File: src/include/uartrx_pkg.sv
// Purpose: Constants and types for the serial receiver block
// Assumes: AXI4-Lite register bus, 32-bit data, 25 MHz clock
// Notes:   Entry layout is {overrun, parity err, frame err, data[8:0]}
package uartrx_pkg;
  // ==========================================================
  // Register map (byte addresses)
  // ==========================================================
  localparam logic [4:0] ADDR_DATA   = 5'h00; // Received data
  localparam logic [4:0] ADDR_STATUS = 5'h04; // Status register
  localparam logic [4:0] ADDR_CTRLB  = 5'h08; // Control register b
  localparam logic [4:0] ADDR_CTRLC  = 5'h0c; // Control register c
  localparam logic [4:0] ADDR_BAUD   = 5'h10; // Sample divisor
  // ==========================================================
  // Field positions
  // ==========================================================
  localparam int ST_RXC  = 7; // Receive complete flag
  localparam int ST_FE   = 4; // Frame error flag
  localparam int ST_DOR  = 3; // Overrun flag
  localparam int ST_UPE  = 2; // Parity error flag
  localparam int ST_DBL  = 1; // Double speed select
  localparam int CB_IE   = 7; // Receive complete irq enable
  localparam int CB_EN   = 4; // Receiver enable
  localparam int CB_RB8  = 1; // Received ninth bit
  localparam int CC_PEN  = 5; // Parity enable
  localparam int CC_PODD = 4; // Parity odd select
  localparam int CC_STP2 = 3; // Two stop bits select
  localparam int E_FE    = 9;  // Entry frame error
  localparam int E_UPE   = 10; // Entry parity error
  localparam int E_DOR   = 11; // Entry overrun
  // ==========================================================
  // Reset values and timing counts
  // ==========================================================
  localparam logic [2:0] CSZ_RST  = 3'h3; // Eight data bits
  localparam logic [2:0] CSZ_NINE = 3'h7; // Nine data bits code
  localparam logic [7:0] DIV_RST  = 8'h00;
  localparam logic [4:0] SPB_NORM = 5'h10; // 16 samples per bit
  localparam logic [4:0] SPB_DBL  = 5'h08; // 8 samples per bit
  localparam logic [4:0] VOTE_NRM = 5'h08; // First vote sample
  localparam logic [4:0] VOTE_DBL = 5'h04;
  localparam logic [1:0] RESP_OK  = 2'h0;
  localparam logic [1:0] RESP_ERR = 2'h2;
  // Receiver states, one-hot
  typedef enum logic [4:0] {
    RX_IDLE  = 5'b00001,
    RX_START = 5'b00010,
    RX_DATA  = 5'b00100,
    RX_PAR   = 5'b01000,
    RX_STOP  = 5'b10000
  } uartrx_st_e;
endpackage : uartrx_pkg

File: src/rtl/uartrx_receiver.sv
// Purpose: Asynchronous serial receiver with two-entry buffer
// Assumes: AXI4-Lite slave, one write and one read at a time
// Notes:   Sample tick every div+1 clocks
// Notes on behaviour
// - Complete flag high while buffer nonempty
// - Clearing enable flushes buffer
// - Irq level equals flag and enable
// - Errors stored per entry; data read pops
// - Error flag writes ignored
// - Error flags raise no interrupt
// - Frame error equals inverted stop vote
// - Only first stop bit examined
// - Overrun when full, pending, new start
// - Overrun clears on move into buffer
// - Parity error only with checking enabled
// - Parity odd or even checked
// - Disable abandons frame, releases pin
// - Sample at 16x or 8x baud
// - Vote start on samples 8-10 or 4-6
// - Resynchronise on every start bit
// - Sixteen or eight states per bit
// - Majority of three centre samples
// - Idle right after stop vote
// - Move into buffer after first stop
// - Unused upper data bits read zero
// - Votes start at sample 8 or 4
//
// Design decisions made here: the AXI4-Lite interface to the registers and the placing of the registers.
module uartrx_receiver #(
  parameter int DIV_W = 8 // Sample divisor width
) (
  // Clock and reset
  input  wire logic        core_clk_i,
  input  wire logic        nrst_i,
  // Serial line
  input  wire logic        rxd_i,
  output logic             rx_pin_override_o,
  output logic             rx_irq_o,
  // AXI4-Lite write
  input  wire logic        awvalid_i,
  output logic             awready_o,
  input  wire logic [31:0] awaddr_i,
  input  wire logic        wvalid_i,
  output logic             wready_o,
  input  wire logic [31:0] wdata_i,
  input  wire logic [3:0]  wstrb_i,
  output logic             bvalid_o,
  input  wire logic        bready_i,
  output logic [1:0]       bresp_o,
  // AXI4-Lite read
  input  wire logic        arvalid_i,
  output logic             arready_o,
  input  wire logic [31:0] araddr_i,
  output logic             rvalid_o,
  input  wire logic        rready_i,
  output logic [31:0]      rdata_o,
  output logic [1:0]       rresp_o
);
  // ==========================================================
  // Parameter check
  // ==========================================================
  if (DIV_W != 8) begin : g_chk
    $error("DIV_W must be 8");
  end

  // ==========================================================
  // State
  // ==========================================================
  typedef struct packed {
    logic                   s1;    // Sync stage one
    logic                   s2;    // Sync stage two
    logic [7:0]             dcnt;  // Divider count
    logic                   tick;  // Sample strobe
    logic [7:0]             div;   // Divisor
    logic                   en;    // Receiver enable
    logic                   ie;    // Irq enable
    logic                   dbl;   // Double speed
    logic                   pen;   // Parity enable
    logic                   podd;  // Odd parity
    logic                   stp2;  // Two stop bits (tx only)
    logic [2:0]             csz;   // Character size code
    uartrx_pkg::uartrx_st_e st;    // Receiver state
    logic [4:0]             samp;  // Current sample number
    logic [1:0]             vot;   // First two votes
    logic [3:0]             bitn;  // Data bit index
    logic [8:0]             sh;    // Shift register
    logic                   rpar;  // Received parity
    logic [11:0]            pend;  // Waiting character
    logic                   pv;    // Waiting valid
    logic                   ovr;   // Overrun pending
    logic [1:0][11:0]       fifo;  // Receive buffer
    logic                   rp;    // Read pointer
    logic [1:0]             cnt;   // Entries held
    logic                   bv;    // Write response valid
    logic [1:0]             br;    // Write response code
    logic                   rv;    // Read response valid
    logic [31:0]            rd;    // Read data
    logic [1:0]             rr;    // Read response code
  } uartrx_state_s;

  uartrx_state_s q_r;   // Registered state
  uartrx_state_s q_nxt; // Next state

  // Per-cycle helpers
  logic [4:0]  spb;    // Samples per bit
  logic [4:0]  vs;     // First vote sample
  logic [4:0]  sn;     // Sample number being taken
  logic [3:0]  nb;     // Data bits per frame
  logic        maj;    // Majority result
  logic        wr;     // Write accepted
  logic        rd;     // Read accepted
  logic        pushed; // Waiting character moved into buffer this cycle
  logic [11:0] ent;    // Completed entry
  logic [11:0] head;   // Next readable entry

  // ==========================================================
  // Next-state logic
  // ==========================================================
  always_comb begin
    q_nxt  = q_r;
    spb    = q_r.dbl ? uartrx_pkg::SPB_DBL : uartrx_pkg::SPB_NORM;
    vs     = q_r.dbl ? uartrx_pkg::VOTE_DBL : uartrx_pkg::VOTE_NRM;
    sn     = (q_r.samp == spb) ? 5'h01 : q_r.samp + 5'h01;
    // Size codes 0..3 give five to eight data bits, code 7 gives nine
    nb     = (q_r.csz == uartrx_pkg::CSZ_NINE) ? 4'h9 : {2'b00, q_r.csz[1:0]} + 4'h5;
    maj    = (q_r.vot[1] & q_r.vot[0]) | (q_r.vot[1] & q_r.s2)
           | (q_r.vot[0] & q_r.s2);
    wr     = awvalid_i & wvalid_i & ~q_r.bv;
    rd     = arvalid_i & ~q_r.rv;
    pushed = 1'b0;
    head   = (q_r.cnt != 2'h0) ? q_r.fifo[q_r.rp] : 12'h000;
    ent    = {q_r.ovr,
              q_r.pen & (q_r.rpar != (^q_r.sh ^ q_r.podd)),
              ~maj, q_r.sh};

    // Input synchroniser
    q_nxt.s1 = rxd_i;
    q_nxt.s2 = q_r.s1;

    // Sample rate divider
    q_nxt.tick = 1'b0;
    if (q_r.dcnt >= q_r.div) begin
      q_nxt.dcnt = 8'h00;
      q_nxt.tick = 1'b1;
    end else begin
      q_nxt.dcnt = q_r.dcnt + 8'h01;
    end

    // Write channel
    if (q_r.bv && bready_i) begin
      q_nxt.bv = 1'b0;
    end
    if (wr) begin
      q_nxt.bv = 1'b1;
      q_nxt.br = uartrx_pkg::RESP_OK;
      case (awaddr_i[4:0])
        uartrx_pkg::ADDR_DATA: begin
          // No transmitter behind this location
        end
        uartrx_pkg::ADDR_STATUS: begin
          // Error flag positions are read-only
          if (wstrb_i[0]) q_nxt.dbl = wdata_i[uartrx_pkg::ST_DBL];
        end
        uartrx_pkg::ADDR_CTRLB: begin
          if (wstrb_i[0]) begin
            q_nxt.ie = wdata_i[uartrx_pkg::CB_IE];
            q_nxt.en = wdata_i[uartrx_pkg::CB_EN];
          end
        end
        uartrx_pkg::ADDR_CTRLC: begin
          if (wstrb_i[0]) begin
            q_nxt.pen  = wdata_i[uartrx_pkg::CC_PEN];
            q_nxt.podd = wdata_i[uartrx_pkg::CC_PODD];
            q_nxt.stp2 = wdata_i[uartrx_pkg::CC_STP2];
            q_nxt.csz  = wdata_i[2:0];
          end
        end
        uartrx_pkg::ADDR_BAUD: begin
          if (wstrb_i[0]) q_nxt.div = wdata_i[7:0];
        end
        default: begin
          q_nxt.br = uartrx_pkg::RESP_ERR; // Unmapped
        end
      endcase
    end

    // Read channel
    if (q_r.rv && rready_i) begin
      q_nxt.rv = 1'b0;
    end
    if (rd) begin
      q_nxt.rv = 1'b1;
      q_nxt.rr = uartrx_pkg::RESP_OK;
      q_nxt.rd = 32'h0000_0000;
      case (araddr_i[4:0])
        uartrx_pkg::ADDR_DATA: begin
          q_nxt.rd[7:0] = head[7:0];
          // Data read advances the buffer
          if (q_r.cnt != 2'h0) begin
            q_nxt.rp  = ~q_r.rp;
            q_nxt.cnt = q_r.cnt - 2'h1;
          end
        end
        uartrx_pkg::ADDR_STATUS: begin
          q_nxt.rd[uartrx_pkg::ST_RXC] = (q_r.cnt != 2'h0);
          q_nxt.rd[uartrx_pkg::ST_FE]  = head[uartrx_pkg::E_FE];
          q_nxt.rd[uartrx_pkg::ST_DOR] = head[uartrx_pkg::E_DOR];
          q_nxt.rd[uartrx_pkg::ST_UPE] = head[uartrx_pkg::E_UPE];
          q_nxt.rd[uartrx_pkg::ST_DBL] = q_r.dbl;
        end
        uartrx_pkg::ADDR_CTRLB: begin
          q_nxt.rd[uartrx_pkg::CB_IE]  = q_r.ie;
          q_nxt.rd[uartrx_pkg::CB_EN]  = q_r.en;
          q_nxt.rd[uartrx_pkg::CB_RB8] = head[8];
        end
        uartrx_pkg::ADDR_CTRLC: begin
          q_nxt.rd[uartrx_pkg::CC_PEN]  = q_r.pen;
          q_nxt.rd[uartrx_pkg::CC_PODD] = q_r.podd;
          q_nxt.rd[uartrx_pkg::CC_STP2] = q_r.stp2;
          q_nxt.rd[2:0]                 = q_r.csz;
        end
        uartrx_pkg::ADDR_BAUD: begin
          q_nxt.rd[7:0] = q_r.div;
        end
        default: begin
          q_nxt.rr = uartrx_pkg::RESP_ERR; // Unmapped
        end
      endcase
    end

    // Waiting character moves in once there is room
    if (q_r.pv && q_nxt.cnt != 2'h2) begin
      q_nxt.fifo[q_nxt.rp ^ q_nxt.cnt[0]] = {q_r.ovr, q_r.pend[10:0]};
      q_nxt.cnt = q_nxt.cnt + 2'h1;
      q_nxt.pv  = 1'b0;
      q_nxt.ovr = 1'b0;
      pushed    = 1'b1;
    end

    // Frame recovery, one step per sample
    if (q_r.tick) begin
      q_nxt.samp = sn;
      if (sn == vs || sn == vs + 5'h01) begin
        q_nxt.vot = {q_r.vot[0], q_r.s2};
      end
      case (q_r.st)
        uartrx_pkg::RX_IDLE: begin
          // First low sample is number one
          if (!q_r.s2) begin
            q_nxt.st   = uartrx_pkg::RX_START;
            q_nxt.samp = 5'h01;
            q_nxt.sh   = 9'h000;
            q_nxt.bitn = 4'h0;
          end
        end
        uartrx_pkg::RX_START: begin
          if (sn == vs + 5'h02) begin
            if (maj) begin
              q_nxt.st = uartrx_pkg::RX_IDLE;
            end else if (q_nxt.cnt == 2'h2 && q_nxt.pv) begin
              q_nxt.ovr = 1'b1;
            end
          end else if (q_r.samp == spb) begin
            q_nxt.st = uartrx_pkg::RX_DATA;
          end
        end
        uartrx_pkg::RX_DATA: begin
          if (sn == vs + 5'h02) begin
            q_nxt.sh[q_r.bitn] = maj;
          end else if (q_r.samp == spb) begin
            if (q_r.bitn == nb - 4'h1) begin
              q_nxt.st = q_r.pen ? uartrx_pkg::RX_PAR : uartrx_pkg::RX_STOP;
            end else begin
              q_nxt.bitn = q_r.bitn + 4'h1;
            end
          end
        end
        uartrx_pkg::RX_PAR: begin
          if (sn == vs + 5'h02) begin
            q_nxt.rpar = maj;
          end else if (q_r.samp == spb) begin
            q_nxt.st = uartrx_pkg::RX_STOP;
          end
        end
        uartrx_pkg::RX_STOP: begin
          // Finish on first stop vote; later stop bits ignored
          if (sn == vs + 5'h02) begin
            q_nxt.st = uartrx_pkg::RX_IDLE;
            if (!pushed && !q_nxt.pv && q_nxt.cnt != 2'h2) begin
              q_nxt.fifo[q_nxt.rp ^ q_nxt.cnt[0]] = ent;
              q_nxt.fifo[q_nxt.rp ^ q_nxt.cnt[0]][uartrx_pkg::E_DOR] = q_r.ovr;
              q_nxt.cnt = q_nxt.cnt + 2'h1;
              q_nxt.ovr = 1'b0;
            end else begin
              q_nxt.pend = ent;
              q_nxt.pv   = 1'b1;
            end
          end
        end
        default: begin
          q_nxt.st = uartrx_pkg::RX_IDLE;
        end
      endcase
    end

    // Disable is immediate: abandon frame, flush buffer
    if (!q_nxt.en) begin
      q_nxt.st  = uartrx_pkg::RX_IDLE;
      q_nxt.cnt = 2'h0;
      q_nxt.pv  = 1'b0;
      q_nxt.ovr = 1'b0;
    end
  end

  // ==========================================================
  // State register
  // ==========================================================
  always_ff @(posedge core_clk_i) begin
    if (!nrst_i) begin
      q_r      <= '0;
      q_r.s1   <= 1'b1;
      q_r.s2   <= 1'b1;
      q_r.st   <= uartrx_pkg::RX_IDLE;
      q_r.csz  <= uartrx_pkg::CSZ_RST;
      q_r.div  <= uartrx_pkg::DIV_RST;
      q_r.samp <= 5'h01;
    end else begin
      q_r <= q_nxt;
    end
  end

  // ==========================================================
  // Outputs
  // ==========================================================
  assign rx_irq_o          = (q_r.cnt != 2'h0) & q_r.ie;
  assign rx_pin_override_o = q_r.en;
  assign awready_o         = wr;
  assign wready_o          = wr;
  assign bvalid_o          = q_r.bv;
  assign bresp_o           = q_r.br;
  assign arready_o         = ~q_r.rv;
  assign rvalid_o          = q_r.rv;
  assign rdata_o           = q_r.rd;
  assign rresp_o           = q_r.rr;
endmodule : uartrx_receiver

File: config.mk
export PLATFORM = sky130hd
export DESIGN_NAME = uartrx_receiver
export DESIGN_NICKNAME = d
export VERILOG_FILES = /design/src/include/uartrx_pkg.sv /design/src/rtl/uartrx_receiver.sv
export SDC_FILE = /design/constraint.sdc
export NUM_CORES = 1
export LEC_CHECK = 0
export ABC_AREA = 0
export BUFFER_PORTS_ARGS = -buffer_cell sky130_fd_sc_hd__buf_2
export CORE_MARGIN = 8
export CORE_UTILIZATION = 49
export DETAILED_ROUTE_END_ITERATION = 10
export PLACE_DENSITY_LB_ADDON = 0.3
export SKIP_CTS_REPAIR_TIMING = 1
export SYNTH_ARGS = -nofsm -noshare
export SYNTH_HDL_FRONTEND = slang
export SYNTH_SLANG_ARGS = --single-unit
File: constraint.sdc
create_clock -name core_clk_i -period 3 [get_ports core_clk_i]
set_input_delay 0.3 -clock core_clk_i [delete_from_list [all_inputs] [get_ports core_clk_i]]
set_output_delay 0.3 -clock core_clk_i [all_outputs]
set_load 0.02 [all_outputs]
==> metrics <==
PortBufs=43; LEAKAGE=3.04 nW; worst r2r dst=q_r[67]; FMAX=0.310 GHz; Final Hold Viols=0; met1 WL=6470 um; R2R Setup Slk=-0.22 ns; worst-skew pair later-pin latency=0.36 ns; WP data required=3.28 ns; antenna violations before repair=0; WL met2=~7300 um; Critical Path Sink Type=flop; routed wire length=14900 um; sequential area share after synthesis=34.0%; Fin Hold WS=between 0.1 and 0.15 ns; critical hold path startpoint=rxd_i; failing checks=negative setup slack; Tcrit/Tclk final=107%; Worst Hold End=q_nxt[131]; FF+latch count, synth=between 100 and 150; slew at the pin closest to its max-slew limit=0.677 ns; chip height=approximately 130 um; core area=0.0125 sq mm; number of diodes=0; Rel. slew slack=54.8%; origin of the critical flop-to-flop path=rvalid_o; CP max stage delay=0.58 ns; top cells by area, synth=dfxtp_1, mux2i_1, mux2_2; max cap viols=0; largest net degree at the start of global routing=42; Hold WC Path Type=in -> reg; Mean Syn Cell Area=9.11 sq um; gpl congestion=0.933; htree depth=3; Pre-antenna DRT Iters=4; EDFF count, synth=0; DPL Wire Length=roughly 11000 um; Tmin final=~3.2 ns; Die X-Extent=129 um; GRT Total Usage=between 15 and 20%; met3 wire len=761 um; row count=a little over 40; Max clock buf depth=2; uppermost layer routed=met4; Setup WS post-layout=-0.224 ns; WP buf/inv=2; I/O pin cnt=between 150 and 200; Max Slew Vio Count=0; Warnings, synthesis=0; layout cells sized above 1=a little over a fifth; top_reg_cell synth=dfxtp_1; die area=0.0166 sq mm; CTS tree=yes; DR DRC count=0; final setup fails=37; Initial Util=~50%; setup TNS=-4.47 ns; Synth top area share=around 34%; detailed-route via count=about 5.0k; first-pass GRT wire length=23900 um; Final Power=2.82 mW; CP arrival=3.51 ns; R2R depth=14; Setup Skew=0.0131 ns; Reg clk slew, reported paths=0.07 ns; GR Overflow Total=0; DR vias/cell=5.50; worst hold path depth=2; area leader, netlist=dfxtp_1; Worst path slowest cell=or4_4; Post-synth ARST share=0%; initial DRC count=~270; critical path type=reg -> reg; cell family with most CP delay=simple AND/OR/NAND/NOR gates; Startpoint Class=flop; number of global-route vias before repair=4988; crit-path cells=nor4b_4 -> buf_6 -> a21oi_4 -> a31oi_4 -> ha_4 -> nor2b_4 -> and4_1 -> nor4_4 -> ha_2 -> o21ai_1 -> or4_4 -> clkbuf_16 -> mux2i_1 -> nor2b_1; outcome=complete, but fails checks; dpl ws=-0.314 ns; NumNets Final=861; Mapped Area=roughly 0.0062 sq mm; VDD IR max=around 0.00026 V; Num CTS Buffers=9; Detail Route Antenna Nets=0; Pwr Density=399 mW/mm^2; RSZ-0062 raised after global routing=true; CP max FO=5; Syn-to-layout area delta=13.4%; Syn Inst Count=685; CTS Root Cell=clkbuf_16; wire per inst=16.4 um; Cell variety after synth=68; TritonCTS Sinks=roughly 110
-- cell type report --
cell class / instances / area, sq um
clock buffer: 10 / 239
clock inverter: 6 / 50.0
fill: 1094 / 5440
inverter: 21 / 78.8
multi-input combinational: 511 / 3810
sequential: 106 / 2130
tap: 172 / 215
timing repair buffer: 81 / 551
-- layout by cell type (no fill, tap or decap), types with 4 or more instances in the layout --
cell type,n
a211oi_1,4
a21oi_1,17
a221oi_1,4
a31oi_1,7
and2_1,4
and3_1,9
buf_2,43
buf_4,33
clkbuf_16,10
conb_1,26
dfxtp_1,105
ha_1,21
inv_1,20
mux2_2,30
mux2i_1,67
mux4_2,5
nand2_1,78
nand2b_1,12
nand3_1,22
nand3b_1,7
nor2_1,22
nor2b_1,36
nor3_1,13
nor3b_1,4
nor4_1,6
o21a_1,5
o21ai_0,17
xnor2_1,12
xor2_1,8
-- Yosys cell counts (all sizes together), types with 3 or more instances --
cell type  instances
a211oi             5
a21o               3
a21oi             18
a221oi             4
a22o               3
a31oi              8
and2               5
and3               9
buf               45
clkbuf            27
dfxtp            106
ha                23
inv               21
mux2              30
mux2i             68
mux4               5
nand2             79
nand2b            13
nand3             23
nand3b             7
nor2              23
nor2b             37
nor3              14
nor3b              4
nor4               8
nor4b              3
o211a              3
o211ai             3
o21a               5
o21ai             20
o22ai              3
or2                3
or3                4
xnor2             12
xor2               9
-- routing by layer --
layer / GRT usage [%] / up-vias
li1: - / 2445
met1: 20.6 / 2392
met2: 32.3 / 124
met3: 4.14 / 23
met4: 5.39 / 0
met5: 0 / -
-- state kept, by name (all words and copies together) (netlist names) --
register           flops
rdata_o                8
bresp_o                1
rresp_o                1
q_nxt                  1
bvalid_o               1
rvalid_o               1
ent                   10
q_r                   82
rx_pin_override_o      1
-- report_power, final --
group          internal (mW)  leakage (nW)  switching [mW]  total [mW]
combinational         0.0768          2.05           0.148       0.225
sequential              1.42         0.858          0.0159        1.44
clock                  0.594         0.135           0.566        1.16
-- worst reg2reg max path: stages, from the launching register on --
cell	delay (ns)
dfxtp_4	0.35
nor4b_4	0.27
buf_6	0.16
a21oi_4	0.06
a31oi_4	0.19
ha_4	0.19
nor2b_4	0.05
and4_1	0.21
nor4_4	0.31
ha_2	0.27
o21ai_1	0.06
or4_4	0.58
clkbuf_16	0.19
mux2i_1	0.12
nor2b_1	0.15
-- cells by family after synthesis --
group           synth area share, %
compound gates                 10.1
xor+xnor                       3.79
fa+ha+maj                      4.61
buf+inv                        8.24
flops                          34.0
mux                            18.1
other cells                  0.0601
simple gates                   21.1
-- how the worst max path moves through the flow --
stage                start  depth (start not counted)  slack [ns]  endpoint
2_1_floorplan     rvalid_o                         13       -0.06   q_r[67]
3_3_place_gp   araddr_i[2]                         15       -0.23   q_r[74]
3_5_place_dp   araddr_i[2]                         14       -0.31   q_r[70]
4_1_cts           rvalid_o                         13       -0.20   q_r[70]
5_1_grt           rvalid_o                         14       -0.32   q_r[70]
6_report          rvalid_o                         14       -0.22   q_r[67]
-- stage by stage --
| step | util (%) | cells | instance area (sq um) |
|---|---|---|---|
| after floorplan | - | 710 | 6370 |
| after global placement | 52.7 | 884 | 6600 |
| after detailed placement | 52.7 | 884 | 6600 |
| after CTS | 55.1 | 900 | 6890 |
| after global routing | 56.5 | 907 | 7070 |
| final | 56.5 | 907 | 7070 |
No activity file was read; power rests on OpenSTA's default activity.
